`src/mpsu_pkg.sv`:
```
package mpsu_pkg;
  localparam int unsigned MPSU_DIV_W = 16;
  localparam logic [15:0] MPSU_DIV_RESET = 16'h0002;
  localparam logic [15:0] MPSU_CNT_END = 16'h0001;
  localparam int unsigned MPSU_DLAB_BIT = 7;
  localparam logic MPSU_DLAB_RESET = 1'b0;
  localparam logic [7:0] MPSU_LCR_RESET = 8'h00;
  localparam logic [1:0] MPSU_SEL_RESET = 2'h0;
  typedef enum logic [1:0] {
    MPSU_SEL_OFF  = 2'h0,
    MPSU_SEL_UART = 2'h1,
    MPSU_SEL_SPI  = 2'h2,
    MPSU_SEL_I2C  = 2'h3
  } mpsu_sel_t;
endpackage : mpsu_pkg

```
`src/mpsu_baud_pulse_divider.sv`:
```
`timescale 1ns/1ps
`default_nettype none
// Operation
// - 16-bit counter decrements each clock while above 0001h.
// - After reaching 0001h, next edge reloads divisor and pulses end-of-count.
// - Pulse rate equals clock divided by the high-over-low 16-bit divisor.
// - Divisor resets to 0002h.
// - Divisor 0001h is valid and pulses every clock.
// - Writing either divisor byte loads both into counter, restarting count.
// - Divisor bytes reachable only while divisor-access bit is set.
// - Divisor-access bit clears on reset.
// - With no controller selected the counter holds and no pulse is given; accepted divisor writes still reload it.
// - Pulse clocks SPI and UART; I2C runs from system clock.
// - At most one controller enabled at a time.
// - Select 00 none, 01 UART, 10 SPI, 11 I2C.
module mpsu_baud_pulse_divider #(
  parameter int unsigned DIV_W = mpsu_pkg::MPSU_DIV_W
) (
  // Clock and reset
  input wire logic clk,
  input wire logic rstn,
  // Controller select and line control
  input wire logic [1:0] controller_select_field,
  input wire logic lcr_wr,
  input wire logic [7:0] lcr_wdata,
  // Divisor byte writes, one-cycle strobes
  input wire logic div_lo_wr,
  input wire logic div_hi_wr,
  input wire logic [7:0] div_wdata,
  // State seen by software
  output logic [7:0] line_control_register,
  output logic [7:0] divisor_low_byte,
  output logic [7:0] divisor_high_byte,
  // Controller enables and timing
  output logic uart_en,
  output logic spi_en,
  output logic i2c_en,
  output logic baud_pulse,
  output logic uart_baud_tick,
  output logic spi_baud_tick
);
  import mpsu_pkg::*;

  logic [DIV_W-1:0] count;
  logic dlab;
  logic unit_active;
  logic lo_access;
  logic hi_access;
  logic [DIV_W-1:0] next_divisor;
  logic [DIV_W-1:0] since_pulse;
  logic period_clean;

  assign dlab = line_control_register[MPSU_DLAB_BIT];
  assign unit_active = (controller_select_field != MPSU_SEL_OFF);
  // Writes with access bit low belong to other registers at the same address
  assign lo_access = div_lo_wr && dlab;
  assign hi_access = div_hi_wr && dlab;
  assign next_divisor = {hi_access ? div_wdata : divisor_high_byte,
                         lo_access ? div_wdata : divisor_low_byte};

  always_ff @(posedge clk or negedge rstn) begin
    if (!rstn) begin
      line_control_register <= MPSU_LCR_RESET;
    end else if (lcr_wr) begin
      line_control_register <= lcr_wdata;
    end
  end

  // Divisor latches stay writable while the unit idles
  always_ff @(posedge clk or negedge rstn) begin
    if (!rstn) begin
      {divisor_high_byte, divisor_low_byte} <= MPSU_DIV_RESET;
    end else begin
      {divisor_high_byte, divisor_low_byte} <= next_divisor;
    end
  end

  always_ff @(posedge clk or negedge rstn) begin
    if (!rstn) begin
      count <= MPSU_DIV_RESET;
      baud_pulse <= 1'b0;
    end else if (lo_access || hi_access) begin
      count <= next_divisor;
      baud_pulse <= 1'b0;
    end else if (!unit_active) begin
      baud_pulse <= 1'b0;
    end else if (count > MPSU_CNT_END) begin
      count <= count - 16'h0001;
      baud_pulse <= 1'b0;
    end else begin
      // Divisor 0001h reloads every edge: pulse each clock; 0000h unsupported
      count <= {divisor_high_byte, divisor_low_byte};
      baud_pulse <= 1'b1;
    end
  end

  // One-hot decode keeps controllers mutually exclusive
  always_ff @(posedge clk or negedge rstn) begin
    if (!rstn) begin
      uart_en <= 1'b0;
      spi_en <= 1'b0;
      i2c_en <= 1'b0;
    end else begin
      uart_en <= (controller_select_field == MPSU_SEL_UART);
      spi_en <= (controller_select_field == MPSU_SEL_SPI);
      i2c_en <= (controller_select_field == MPSU_SEL_I2C);
    end
  end

  // Ticks gated per controller; I2C gets no tick and uses clk directly
  always_ff @(posedge clk or negedge rstn) begin
    if (!rstn) begin
      uart_baud_tick <= 1'b0;
      spi_baud_tick <= 1'b0;
    end else begin
      uart_baud_tick <= 1'b0;
      spi_baud_tick <= 1'b0;
      if (lo_access || hi_access || !unit_active) begin
        uart_baud_tick <= 1'b0;
      end else if (count <= MPSU_CNT_END) begin
        uart_baud_tick <= (controller_select_field == MPSU_SEL_UART);
        spi_baud_tick <= (controller_select_field == MPSU_SEL_SPI);
      end
    end
  end

  // Assertion helper: cycles since the last undisturbed pulse
  always_ff @(posedge clk or negedge rstn) begin
    if (!rstn) begin
      since_pulse <= '0;
      period_clean <= 1'b0;
    end else if (lo_access || hi_access || !unit_active) begin
      since_pulse <= '0;
      period_clean <= 1'b0;
    end else if (baud_pulse) begin
      since_pulse <= DIV_W'(1);
      period_clean <= 1'b1;
    end else begin
      since_pulse <= since_pulse + DIV_W'(1);
    end
  end
endmodule : mpsu_baud_pulse_divider
`default_nettype wire

```
`config.mk`:
```
export PLATFORM = sky130hd
export DESIGN_NAME = mpsu_baud_pulse_divider
export DESIGN_NICKNAME = d
export VERILOG_FILES = /design/src/mpsu_pkg.sv /design/src/mpsu_baud_pulse_divider.sv
export SDC_FILE = /design/constraint.sdc
export NUM_CORES = 1
export LEC_CHECK = 0
export ABC_AREA = 1
export BUFFER_PORTS_ARGS = -buffer_cell sky130_fd_sc_hd__buf_4
export CORE_ASPECT_RATIO = 0.9
export CORE_UTILIZATION = 45
export DETAILED_ROUTE_END_ITERATION = 6
export GPL_TIMING_DRIVEN = 0
export PLACE_DENSITY = 0.81
export RECOVER_POWER = 50
export SYNTH_ARGS = -nofsm -noshare
export SYNTH_HDL_FRONTEND = slang
export SYNTH_SLANG_ARGS = --single-unit
export TNS_END_PERCENT = 1
```
`constraint.sdc`:
```
create_clock -name clk -period 1.75 [get_ports clk]
set_clock_uncertainty 0.1 [all_clocks]
set_input_delay 0 -clock clk [delete_from_list [all_inputs] [get_ports clk]]
set_output_delay 0 -clock clk [all_outputs]
set_load 0.02 [all_outputs]
```
== Yosys cells after proc, flatten, opt, wreduce, memory -nomap -nowiden ==
Index checks and enable logic that the tools add are counted.

* Word-level logic and storage cells: 35
* Input bits: 23
* Output and inout port bits: 30
* Flip-flop bits (word level): 46

* Muxes and demuxes: 12
* $add $sub $neg: 1
* Order comparisons: 2
* Reductions and logical operators: 7
* Eq/ne operators: 3

{| class="wikitable"
|+ Operator list
! cell !! number
|-
| $mux 16 || 3
|-
| $gt 16x1->1 const B || 1
|-
| $le 16x1->1 const B || 1
|-
| $mux 8 || 2
|-
| $sub 16x1->16 const B || 1
|-
| $mux 1 || 7
|-
| $eq 2x2->1 const B || 2
|-
| $reduce_bool 2->1 || 2
|-
| $eq 2x1->1 const B || 1
|-
| $logic_and 1x1->1 || 2
|-
| $logic_or 1x1->1 || 2
|-
| $logic_not 1->1 || 1
|}

== Depth between registers and ports, before layout ==
Gate-level depths: netlist of the first run.

* Word-level depth: 4
* Depth in mapped cells: 12
* Depth with buffers taken out: 11

== Worst setup path after synthesis of the first run ==
No wires, ideal clock.

* Path type: reg2reg
* From: reg count[0]
* To: reg count[13]
* Clock period less this slack: 1.657 ns
* Arrival time: 1.440 ns
* Stages on the path, launching flop included: 13
* Setup slack: 0.093 ns
* Path through: dfrtp_1 inv_1 ha_1 inv_1 nand2_1 nand2_1 nor2_4 buf_4 nand3_1 nand2_1 inv_1 nand2_1 nand2_1

* Word-level cells in the longest chain between the ends: 4

{| class="wikitable"
|+ Ends and longest elaborated chain
! element !! RTL line !! RTL
|-
| start: declaration || mpsu_baud_pulse_divider.sv:44 || <nowiki>logic [DIV_W-1:0] count;</nowiki>
|-
| start signal: assignment || mpsu_baud_pulse_divider.sv:83 || <nowiki>count <= next_divisor;</nowiki>
|-
| start signal: assignment || mpsu_baud_pulse_divider.sv:88 || <nowiki>count <= count - 16'h0001;</nowiki>
|-
| start signal: assignment || mpsu_baud_pulse_divider.sv:92 || <nowiki>count <= {divisor_high_byte, divisor_low_byte};</nowiki>
|-
| $sub 16x1->16 / $gt 16x1->1 (equally long branches) || mpsu_baud_pulse_divider.sv:88, mpsu_baud_pulse_divider.sv:87 ||
|-
| $mux 16 * || mpsu_baud_pulse_divider.sv:87 || <nowiki>end else if (count > MPSU_CNT_END) begin</nowiki>
|-
| $mux 16 * || mpsu_baud_pulse_divider.sv:85 || <nowiki>end else if (!unit_active) begin</nowiki>
|-
| $mux 16 * || mpsu_baud_pulse_divider.sv:82 || <nowiki>end else if (lo_access || hi_access) begin</nowiki>
|}

Mark *: on every way between the ends. The rest lies on a longest branch, timed or not. The select of a mux whose other input is x is not followed.
A chain may end at the register's enable or synchronous reset.

== Final worst setup path of the first run ==
* From: reg count[0]
* To: reg count[8]

The elaborated chain is that of the path after synthesis.

==> run summary, run 1 <==
Status - finished, violations left
Failing checks - setup timing
Layout cells sized above 1 - 28.15%
DRC viols - 0
CP Cell Sequence - buf_6 > ha_2 > inv_1 > nand2_2 > nand2_2 > nor2_4 > nand2_4 > buf_4 > nand3_1 > nand3_1 > nand2_1
Width of the die - 82.95 um
CP max-delay cell - dfrtp_1
Leak - 1.952 nW
Crit end category - flop
Cells after synthesis - 354
CTS tree - built
Worst setup SP type - flop
Die ar. - 6209 sq um
CTS HTree Levels - 2
WP data required - 1.90 ns
VDD IR max - 0.5841 mV
Post-synthesis register bit count - 46
Critical path peak fanout - 7
Vias post-DR - 2,617
Top-level I/O count - 53
Synth cell types - 25
Syn Area/Cell - 7.497 sq um
Sink Count - 46
Pre-CTS setup slack - -0.1337 ns
GR Layer Usage met2 - 40.07%
Met1 usage - 31.71%
Starting Density - 46.62%
Final Hold Viols - 0
DR iter-0 viols - 274
Flop-to-flop setup slack - -0.02 ns
Worst path bufs/invs - 3
Hold Crit Endpoint - divisor_low_byte[4]
Ant diodes - 0
DIE HEIGHT - 74.86 um
Worst reg2reg path depth - 11
Syn Nets - 379
Worst Hold Class - primary input to flop
Most common cell after layout, fill and taps aside - nand2_1
Fillers - 421
Clk root buf - clkbuf_8
DR WL/cell - 14.47 um
Final worst path period share - 101.1%
Pin slew with the least headroom to its limit - 1.175 ns
Max Freq - 565.3 MHz
Worst skew pair latency - 0.30 ns
Min-delay src - div_lo_wr
Setup CP Type - flop to flop
GRT Residual Overflow - 0
Sequential share of the synthesized area - 43.47%
Final net count - 468
Internal cell power - 2.500 mW
Clock-pin slew on the worst setup and hold paths - 0.09 ns
Final setup violation count - 2
Area Overhead vs Synth - 36.30%
R2r startpoint - count[0]
Critical path arrival - 1.92 ns
Largest net degree at the start of global routing - 47
Seq pwr share - 36.1%
CTS Buffer Depth - 2
Max-cap violations - 0
Drt pass-1 iters - 7
Most used routing layer - met2
Initial antenna violation count - 0
Min Tclk post-route - 1.769 ns
Power Dens Cells - 1196 nW/um^2
Min-Delay Path Depth - 4
DP HPWL - 4933 um
Slowest stage delay, CP - 0.46 ns
RSZ-0062 raised after global routing - true
Vias per cell - 5.091
FP Rows - 26
Clock power frac - 18.7%
RePlAce Congestion - 0.8717
First-pass GRT wire length - 11,410 um
Gate power share - 45.2%
CORE AREA - 5693 sq um
Top delay family on crit path - simple AND/OR/NAND/NOR gates
Fin util - 63.54%
R2R Path End - count[8]
Psw - 1.827 mW
Yosys warnings - 0
M3 GR Usage - 3.509%
Cts bufs inserted - 5
Number of global-route vias before repair - 2,402
GRT Resource Usage Total - 23.53%
Post-route ant nets - 0
Port-buffer cells - 51
Total Routed Length - 7439 um
Synthesized area - 2654 sq um
Final Slew Violations - 0
Slew headroom - 21.68%
Switching portion of total power - 42.22%
Hold Slack - 0.03271 ns
Levels on crit path - 11
Setup slack after layout - -0.01910 ns
Most frequent cells in the layout - nand2_1 (109), buf_4 (59), inv_1 (58)
-- worst min-delay path: cells and delay by family --
| family | cells | cell delay [ns] |
|---|---|---|
| and+or+nand+nor | 2 | 0.19 |
| buffers and inverters | 1 | 0.08 |
| AOI/OAI and AO/OA | 1 | 0.10 |
-- power groups by stage --
stage,clock network (mW),logic (mW),registers (mW)
finish,0.808,1.96,1.56
global route,0.845,2.18,1.59
CTS,0.809,1.76,1.55
detailed placement,0,1.64,1.56
global placement,0,1.60,1.56
floorplan,0,1.10,1.61
-- repair_timing --
action | 4_1_cts | 5_1_grt
cloned | 0 | 1
setup buffers | 7 | 4
pin swaps | 2 | 8
hold buffers | 19 | 0
resized for setup | 8 | 17
endpoints found under the setup margin | 18 | 18
hold endpoints to repair | 75 | 0
-- flip-flops by register name, indices dropped and copies added, names as in the netlist --
register and count:
spi_en 1, uart_en 1, i2c_en 1, uart_baud_tick 1, divisor_low_byte 8, baud_pulse 1, divisor_high_byte 8, count 16
spi_baud_tick 1, line_control_register 8
-- worst max path at each step --
stage,slack (ns),start,to
after floorplan,0.09,count[0],count[13]
after global placement,-0.09,count[0],count[8]
after detailed placement,-0.13,count[0],count[14]
after CTS,0.02,count[0],count[14]
after global routing,-0.12,count[0],count[8]
final,-0.02,count[0],count[8]
-- area by class of cell --
| class | instances | area [sq um] | share of cell area, % |
|---|---|---|---|
| multi-input cells | 237 | 1279 | 35.35 |
| clock buffers | 6 | 72.57 | 2.006 |
| inverters | 62 | 232.7 | 6.434 |
| flip-flops and latches | 46 | 1154 | 31.89 |
| repair buffers | 82 | 685.7 | 18.96 |
| well taps | 70 | 87.58 | 2.421 |
| plain buffers | 9 | 68.82 | 1.902 |
| clock inverters | 2 | 37.54 | 1.038 |
-- layer usage --
layer / vias to the layer above / share of wire, %
met2: 117 / 48
met1: 1217 / 43
met4: 0 / 1.8
met5: - / 0
li1: 1271 / -
met3: 12 / 6.8
-- logic make-up after synthesis --
kind of cell | Yosys count | synth area share (%)
mux | 8 | 3.395
buf+inv | 71 | 10.89
compound gates | 34 | 6.553
simple gates | 193 | 34.75
flops | 46 | 43.47
fa+ha+maj | 2 | 0.9428
-- Yosys cell counts --
cell | count | share of area, %
nor2_4 | 3 | 1.3
dfrtp_1 | 44 | 41
ha_1 | 2 | 0.94
o21ai_1 | 3 | 0.57
inv_2 | 1 | 0.14
dfstp_2 | 2 | 2.0
nand2_1 | 113 | 16
nor2_8 | 1 | 0.75
buf_6 | 1 | 0.42
buf_4 | 3 | 0.85
nand3b_1 | 8 | 2.3
inv_1 | 61 | 8.6
o21ai_0 | 29 | 5.5
nor2_1 | 23 | 3.3
o21ai_2 | 1 | 0.33
nor3_2 | 2 | 0.75
clkbuf_1 | 2 | 0.28
a21oi_1 | 1 | 0.19
nand3_2 | 9 | 3.4
nand3_1 | 28 | 5.3
mux2_2 | 8 | 3.4
nand2_4 | 2 | 0.85
buf_2 | 3 | 0.57
nand2_2 | 1 | 0.24
nor2_2 | 3 | 0.71
-- stage by stage --
step	std cells	setup TNS (ns)	cell area [sq um]	total power, mW
2_1_floorplan	354	0	2654	2.717
3_5_place_dp	475	-1.590	3124	3.204
6_report	514	-0.02872	3617	4.327
3_3_place_gp	475	-1.020	3124	3.159
5_1_grt	514	-0.6981	3617	4.610
4_1_cts	509	0	3505	4.119
Power figures use the tool's default switching activity.
==> run 2: changes to the inputs <==
--- a/config.mk
+++ b/config.mk
@@ -7,11 +7,13 @@
 export LEC_CHECK = 0
 export ABC_AREA = 1
 export BUFFER_PORTS_ARGS = -buffer_cell sky130_fd_sc_hd__buf_4
+export CELL_PAD_IN_SITES_DETAIL_PLACEMENT = 0
+export CELL_PAD_IN_SITES_GLOBAL_PLACEMENT = 1
 export CORE_ASPECT_RATIO = 0.9
-export CORE_UTILIZATION = 45
+export CORE_UTILIZATION = 36
 export DETAILED_ROUTE_END_ITERATION = 6
 export GPL_TIMING_DRIVEN = 0
-export PLACE_DENSITY = 0.81
+export PLACE_DENSITY = 0.87
 export RECOVER_POWER = 50
 export SYNTH_ARGS = -nofsm -noshare
 export SYNTH_HDL_FRONTEND = slang
==> run 2 against run 1 <==
The run now ends clean. Worst setup slack improved by 0.060 ns. Critical path depth stayed put. Power down 5.6%. Combinational power is 5% lower. Largest power group unchanged.
==> run summary, run 2 (synthesis gave the netlist of run 1 again) <==
Min Tclk post-route - 1.709 ns (-0.06039 ns)
Final setup violation count - 0 (-2)
Die ar. - 7719 sq um (+24%)
CP max-delay cell - dfstp_2
Final net count - 467 (-0.21%)
Area after DPL - 3153 sq um (+0.92%)
Vias per cell - 4.674 (-8.2%)
GRT Resource Usage Total - 19.68% (-3.8 points)
RePlAce Congestion - 0.8195 (-6.0%)
Top delay family on crit path - flip-flops
CP Launch Point - count[1]
Cts bufs inserted - 5 (unchanged)
Post-Layout Cell Count - 536 (+4.3%)
CORE AREA - 7076 sq um (+24%)
Initial antenna violation count - 0 (unchanged)
Biggest register - count
Worst path bufs/invs - 3 (unchanged)
Largest net degree at the start of global routing - 47 (unchanged)
First-pass GRT wire length - 11,830 um (+3.6%)
DR iter-0 viols - 156 (-43%)
Pin slew with the least headroom to its limit - 1.197 ns (+0.02179 ns)
Worst reg2reg path depth - 11 (unchanged)
DIE HEIGHT - 83.45 um (+11%)
Max-cap violations - 0 (unchanged)
Clk root buf - clkbuf_8
Leak - 1.927 nW (-1.3%)
Area Overhead vs Synth - 34.94%
Top-level I/O count - 53 (unchanged)
Most frequent cells in the layout - nand2_1 (111), buf_4 (61), inv_1 (58)
Number of global-route vias before repair - 2,370 (-1.3%)
Ant diodes - 0 (unchanged)
Sink Count - 46 (unchanged)
Clock-pin slew on the worst setup and hold paths - 0.09 ns (about the same)
Total Routed Length - 7080 um (-4.8%)
Vias post-DR - 2,505 (-4.3%)
Levels on crit path - 11 (unchanged)
Fin area - 3581 sq um (-1.0%)
Flop-to-flop setup slack - 0.04 ns (+0.06 ns)
Slowest stage delay, CP - 0.55 ns (+0.09 ns)
Final Slew Violations - 0 (unchanged)
Crit end category - flop
Drt pass-1 iters - 4 (-3)
CTS tree - built
FP Rows - 29 (+12%)
Pre-CTS setup slack - -0.1767 ns (-0.04309 ns)
R2r startpoint - count[1]
Fillers - 705 (+67%)
Power Dens Cells - 1141 nW/um^2 (-4.6%)
Worst skew pair latency - 0.30 ns (about the same)
VDD IR max - 0.5897 mV (+0.96%)
Final Hold Viols - 0 (unchanged)
Most common cell after layout, fill and taps aside - nand2_1
Starting Density - 37.51% (-9.1 points)
Tot Pwr - 4.085 mW (-5.6%)
DRC viols - 0 (unchanged)
Max reg flops - 16 (unchanged)
Critical path arrival - 1.81 ns (-0.11 ns)
CP endpoint - count[7]
Final worst path period share - 97.64% (-3.5 points)
Layout cells sized above 1 - 26.41% (-1.7 points)
DP HPWL - 5159 um (+4.6%)
Status - completed
Dpl cells - 498 (+4.8%)
GRT Residual Overflow - 0 (unchanged)
Critical path peak fanout - 5 (-2)
Setup CP Type - flop to flop
RSZ-0062 raised after global routing - true
DR WL/cell - 13.21 um (-8.7%)
WP data required - 1.85 ns (-0.05 ns)
CP Cell Sequence - inv_2 > ha_1 > inv_1 > nand2_2 > nand2_2 > nor2_4 > nand2_4 > buf_4 > nand3_1 > nand3_1 > nand2_1
Post-route ant nets - 0 (unchanged)
Setup slack after layout - 0.04129 ns (+0.06039 ns)
Max Freq - 585.2 MHz (+3.5%)
CTS Buffer Depth - 2 (unchanged)
Width of the die - 92.50 um (+12%)
Slew headroom - 20.22% (-1.5 points)
Worst Hold Class - primary input to flop
Worst setup SP type - flop
CTS HTree Levels - 2 (unchanged)
R2R Path End - count[7]
Port-buffer cells - 51 (unchanged)
==> run 2: cell count changes in the layout (fill, tap and decap cells not counted), moves of 2 or more <==
cell / delta
clkbuf_1: -2
nand3_2: -5
nand2_2: -2
nand2_1: +2
buf_4: +2
nand3_1: +6
buf_6: -3
==> run 2: timing repair <==
item                                    4_1_cts  5_1_grt
endpoints found under the setup margin       18       18
cloned                                        1        0
endpoints found under the hold margin        75        0
pin swaps                                     1        3
buffers inserted                              5        5
hold buffers                                 19        0
resized for setup                             7        5
==> run 2: final cells by class <==
class	instances	area, sq um	area share (%)
plain buffers	9	65.06	1.817
clock buffers	5	68.82	1.922
clock inverters	3	21.27	0.5940
inverters	62	232.7	6.499
multi-input cells	237	1234	34.45
flip-flops and latches	46	1154	32.22
well taps	93	116.4	3.249
repair buffers	81	689.4	19.25
==> run 2: stage by stage <==
stage          util (%)  hold WS [ns]  TNS, ns
6_report          50.61       0.03248        0
5_1_grt           50.61       0.05486  -0.4434
4_1_cts           49.96       0.04478        0
3_5_place_dp      44.56      -0.04769   -2.260
3_3_place_gp      44.56      -0.04843   -1.906
2_1_floorplan         -       -0.3956        0
==> run 2: worst reg2reg max path, delay by kind of cell, from the launching register on <==
family	cells	cell delay (ns)
flip-flops	1	0.55
AND/OR/NAND/NOR	7	0.52
buffers and inverters	3	0.27
adder cells (fa/ha/maj)	1	0.17
==> run 2: report_power, final <==
part | leakage, nW | internal (mW) | switching, mW
Clock | 0.0441 | 0.281 | 0.383
Combinational | 1.31 | 0.737 | 1.13
Sequential | 0.571 | 1.30 | 0.252
==> run 2: worst min path at each step <==
stage / depth (start not counted) / from / slack (ns) / to
after floorplan: 0 / rstn / -0.40 / baud_pulse
after global placement: 1 / rstn / -0.05 / line_control_register[4]
after detailed placement: 1 / rstn / -0.05 / line_control_register[3]
after CTS: 3 / div_lo_wr / 0.04 / divisor_low_byte[2]
after global routing: 4 / div_hi_wr / 0.05 / baud_pulse
final: 4 / div_hi_wr / 0.03 / baud_pulse
==> run 2: per-layer routing <==
metal / up-vias / wire length (um) / GRT usage, % / share of wire (%)
li1: 1273 / - / - / -
met1: 1172 / 3327 / 27.77 / 47
met2: 51 / 3347 / 31.11 / 47
met3: 9 / 293 / 2.732 / 4.1
met4: 0 / 112 / 6.250 / 1.6
met5: - / 0 / 0 / 0
==> run 3: changes to the inputs <==
--- a/config.mk
+++ b/config.mk
@@ -14,7 +14,6 @@
 export DETAILED_ROUTE_END_ITERATION = 6
 export GPL_TIMING_DRIVEN = 0
 export PLACE_DENSITY = 0.87
-export RECOVER_POWER = 50
 export SYNTH_ARGS = -nofsm -noshare
 export SYNTH_HDL_FRONTEND = slang
 export SYNTH_SLANG_ARGS = --single-unit
==> constraint.sdc (replaced) <==
create_clock -name clk -period 1.75 [get_ports clk]
set_clock_uncertainty 0.1 [all_clocks]
set_input_delay 0.175 -clock clk [delete_from_list [all_inputs] [get_ports clk]]
set_output_delay 0.175 -clock clk [all_outputs]
set_load 0.02 [all_outputs]
==> run 3 against run 2 <==
Largest cell class unchanged. Largest power group unchanged. Die area unchanged. Critical endpoint is now count[14]. Register-to-register slack barely moved. Worst hold slack worse by 0.026 ns. Clock-buffer cell count unchanged. Routed wire length shrank 0.51%. Non-clock buffer count shrank 9.
==> run summary, run 3 (synthesis gave the netlist of run 1 again) <==
Final worst path period share - 97.39% (-0.26 points)
Max-cap violations - 0 (unchanged)
Biggest register - count
FP Rows - 29 (unchanged)
Area of the multi-input gates - 1234 sq um (unchanged)
RSZ-0062 raised after global routing - true
DIE HEIGHT - 83.45 um (unchanged)
Leak - 1.890 nW (-1.9%)
Critical path peak fanout - 5 (unchanged)
Setup TNS - 0 ns (unchanged)
DRC viols - 0 (unchanged)
Fin util - 49.37% (-1.2 points)
Initial antenna violation count - 0 (unchanged)
Post-Layout Cell Count - 527 (-1.7%)
Area Overhead vs Synth - 31.64%
Layout cells sized above 1 - 26.96% (+0.55 points)
Largest net degree at the start of global routing - 47 (unchanged)
Die ar. - 7719 sq um (unchanged)
Post-route ant nets - 0 (unchanged)
Final net count - 458 (-1.9%)
CTS tree - built
RePlAce Congestion - 0.8195 (unchanged)
Width of the die - 92.50 um (unchanged)
Hold Slack - 0.006003 ns (-0.02648 ns)
Clock-pin slew on the worst setup and hold paths - 0.10 ns (about the same)
Slew headroom - 59.90% (+40 points)
Most common cell after layout, fill and taps aside - nand2_1
WP data required - 1.85 ns (about the same)
Max reg flops - 16 (unchanged)
Starting Density - 37.51% (unchanged)
Worst setup SP type - flop
Port-buffer cells - 51 (unchanged)
DP HPWL - 5159 um (unchanged)
Ant diodes - 0 (unchanged)
CTS Buffer Depth - 2 (unchanged)
FF+latch area - 1154 sq um (unchanged)
Number of global-route vias before repair - 2,333 (-1.6%)
DR WL/cell - 13.37 um (+1.2%)
GRT Resource Usage Total - 19.64% (-0.039 points)
Setup CP Type - flop to flop
Dpl cells - 498 (unchanged)
Top-level I/O count - 53 (unchanged)
First-pass GRT wire length - 11,780 um (-0.41%)
Fillers - 718 (+1.8%)
Vias per cell - 4.696 (+0.49%)
Status - completed
Worst Hold Class - primary input to flop
CTS HTree Levels - 2 (unchanged)
GRT Residual Overflow - 0 (unchanged)
Final setup violation count - 0 (unchanged)
Total Routed Length - 7044 um (-0.51%)
Crit end category - flop
Max Freq - 586.8 MHz (+0.26%)
Final Hold Viols - 0 (unchanged)
Pin slew with the least headroom to its limit - 0.6015 ns (-0.5951 ns)
VDD IR max - 0.6367 mV (+8.0%)
Cts bufs inserted - 5 (unchanged)
Drt pass-1 iters - 4 (unchanged)
Most frequent cells in the layout - nand2_1 (111), buf_4 (62), inv_1 (58)
Critical path arrival - 1.81 ns (about the same)
CORE AREA - 7076 sq um (unchanged)
DR iter-0 viols - 150 (-3.8%)
Power Dens Cells - 1167 nW/um^2 (+2.3%)
Min Tclk post-route - 1.704 ns (-0.004464 ns)
Sink Count - 46 (unchanged)
Worst skew pair latency - 0.30 ns (about the same)
Vias post-DR - 2,475 (-1.2%)
Clk root buf - clkbuf_8
Final Slew Violations - 0 (unchanged)
==> run 3: cell count changes in the layout (fill, tap and decap cells not counted) <==
cell,delta
buf_4,+1
dlygate4sd3_1,-9
clkbuf_2,-1
==> run 3: final cells by class <==
cell class,instances,area share (%)
inverter,62,6.662
clock buffer,5,1.970
timing repair buffer,72,17.23
tap,93,3.331
buffer,9,1.862
multi-input combinational,237,35.32
sequential,46,33.02
clock inverter,3,0.6089
==> run 3: path summary, 6_finish.rpt <==
path,startpoint,end,slack (ns),cells after the start
max reg2reg,count[1],count[14],0.05,11
min,lcr_wdata[0],line_control_register[0],0.006,2
max,count[1],count[14],0.05,11
min in group asynchronous,rstn,line_control_register[3],0.35,2
max in group asynchronous,rstn,count[13],0.80,2
min reg2reg,line_control_register[3],line_control_register[3],0.41,1
==> run 3: per-layer routing <==
metal	GRT usage, %	part of all wire (%)	vias up
met3	2.641	4.5	9
met2	31.04	47	57
met4	6.250	1.6	0
li1	-	-	1250
met1	27.77	47	1159
met5	0	0	-
==> run 3: through the flow <==
step / cell area [sq um] / worst slack, ns / power [mW]
after CTS: 3435 / 0.02338 / 3.994
after global placement: 3153 / -0.1447 / 3.215
final: 3493 / 0.04575 / 4.076
after floorplan: 2654 / 0.09325 / 2.717
after detailed placement: 3153 / -0.1767 / 3.231
after global routing: 3493 / -0.07832 / 4.383
==> run 3: repair_timing <==
| action | in CTS | in global routing |
|---|---|---|
| gates resized for setup | 7 | 5 |
| cloned | 1 | 0 |
| setup endpoints to repair | 18 | 18 |
| hold buffers | 9 | 1 |
| pin swaps | 1 | 3 |
| buffers inserted | 5 | 5 |
| endpoints found under the hold margin | 54 | 1 |
==> run 3: worst max-delay path, cell delays in order (launching register included) <==
cell,delay (ns)
dfstp_2,0.55
inv_2,0.05
ha_1,0.17
inv_1,0.06
nand2_2,0.06
nand2_2,0.07
nor2_4,0.05
nand2_4,0.14
buf_12,0.14
nand3_2,0.09
nand2_1,0.07
nand2_1,0.05
==> run 3: report_power, final <==
group	switching, mW	internal [mW]	leakage, nW	total, mW
Sequential	0.252	1.30	0.571	1.56
Clock	0.390	0.281	0.0441	0.671
Combinational	1.13	0.724	1.28	1.85
Total	1.77	2.31	1.89	4.08
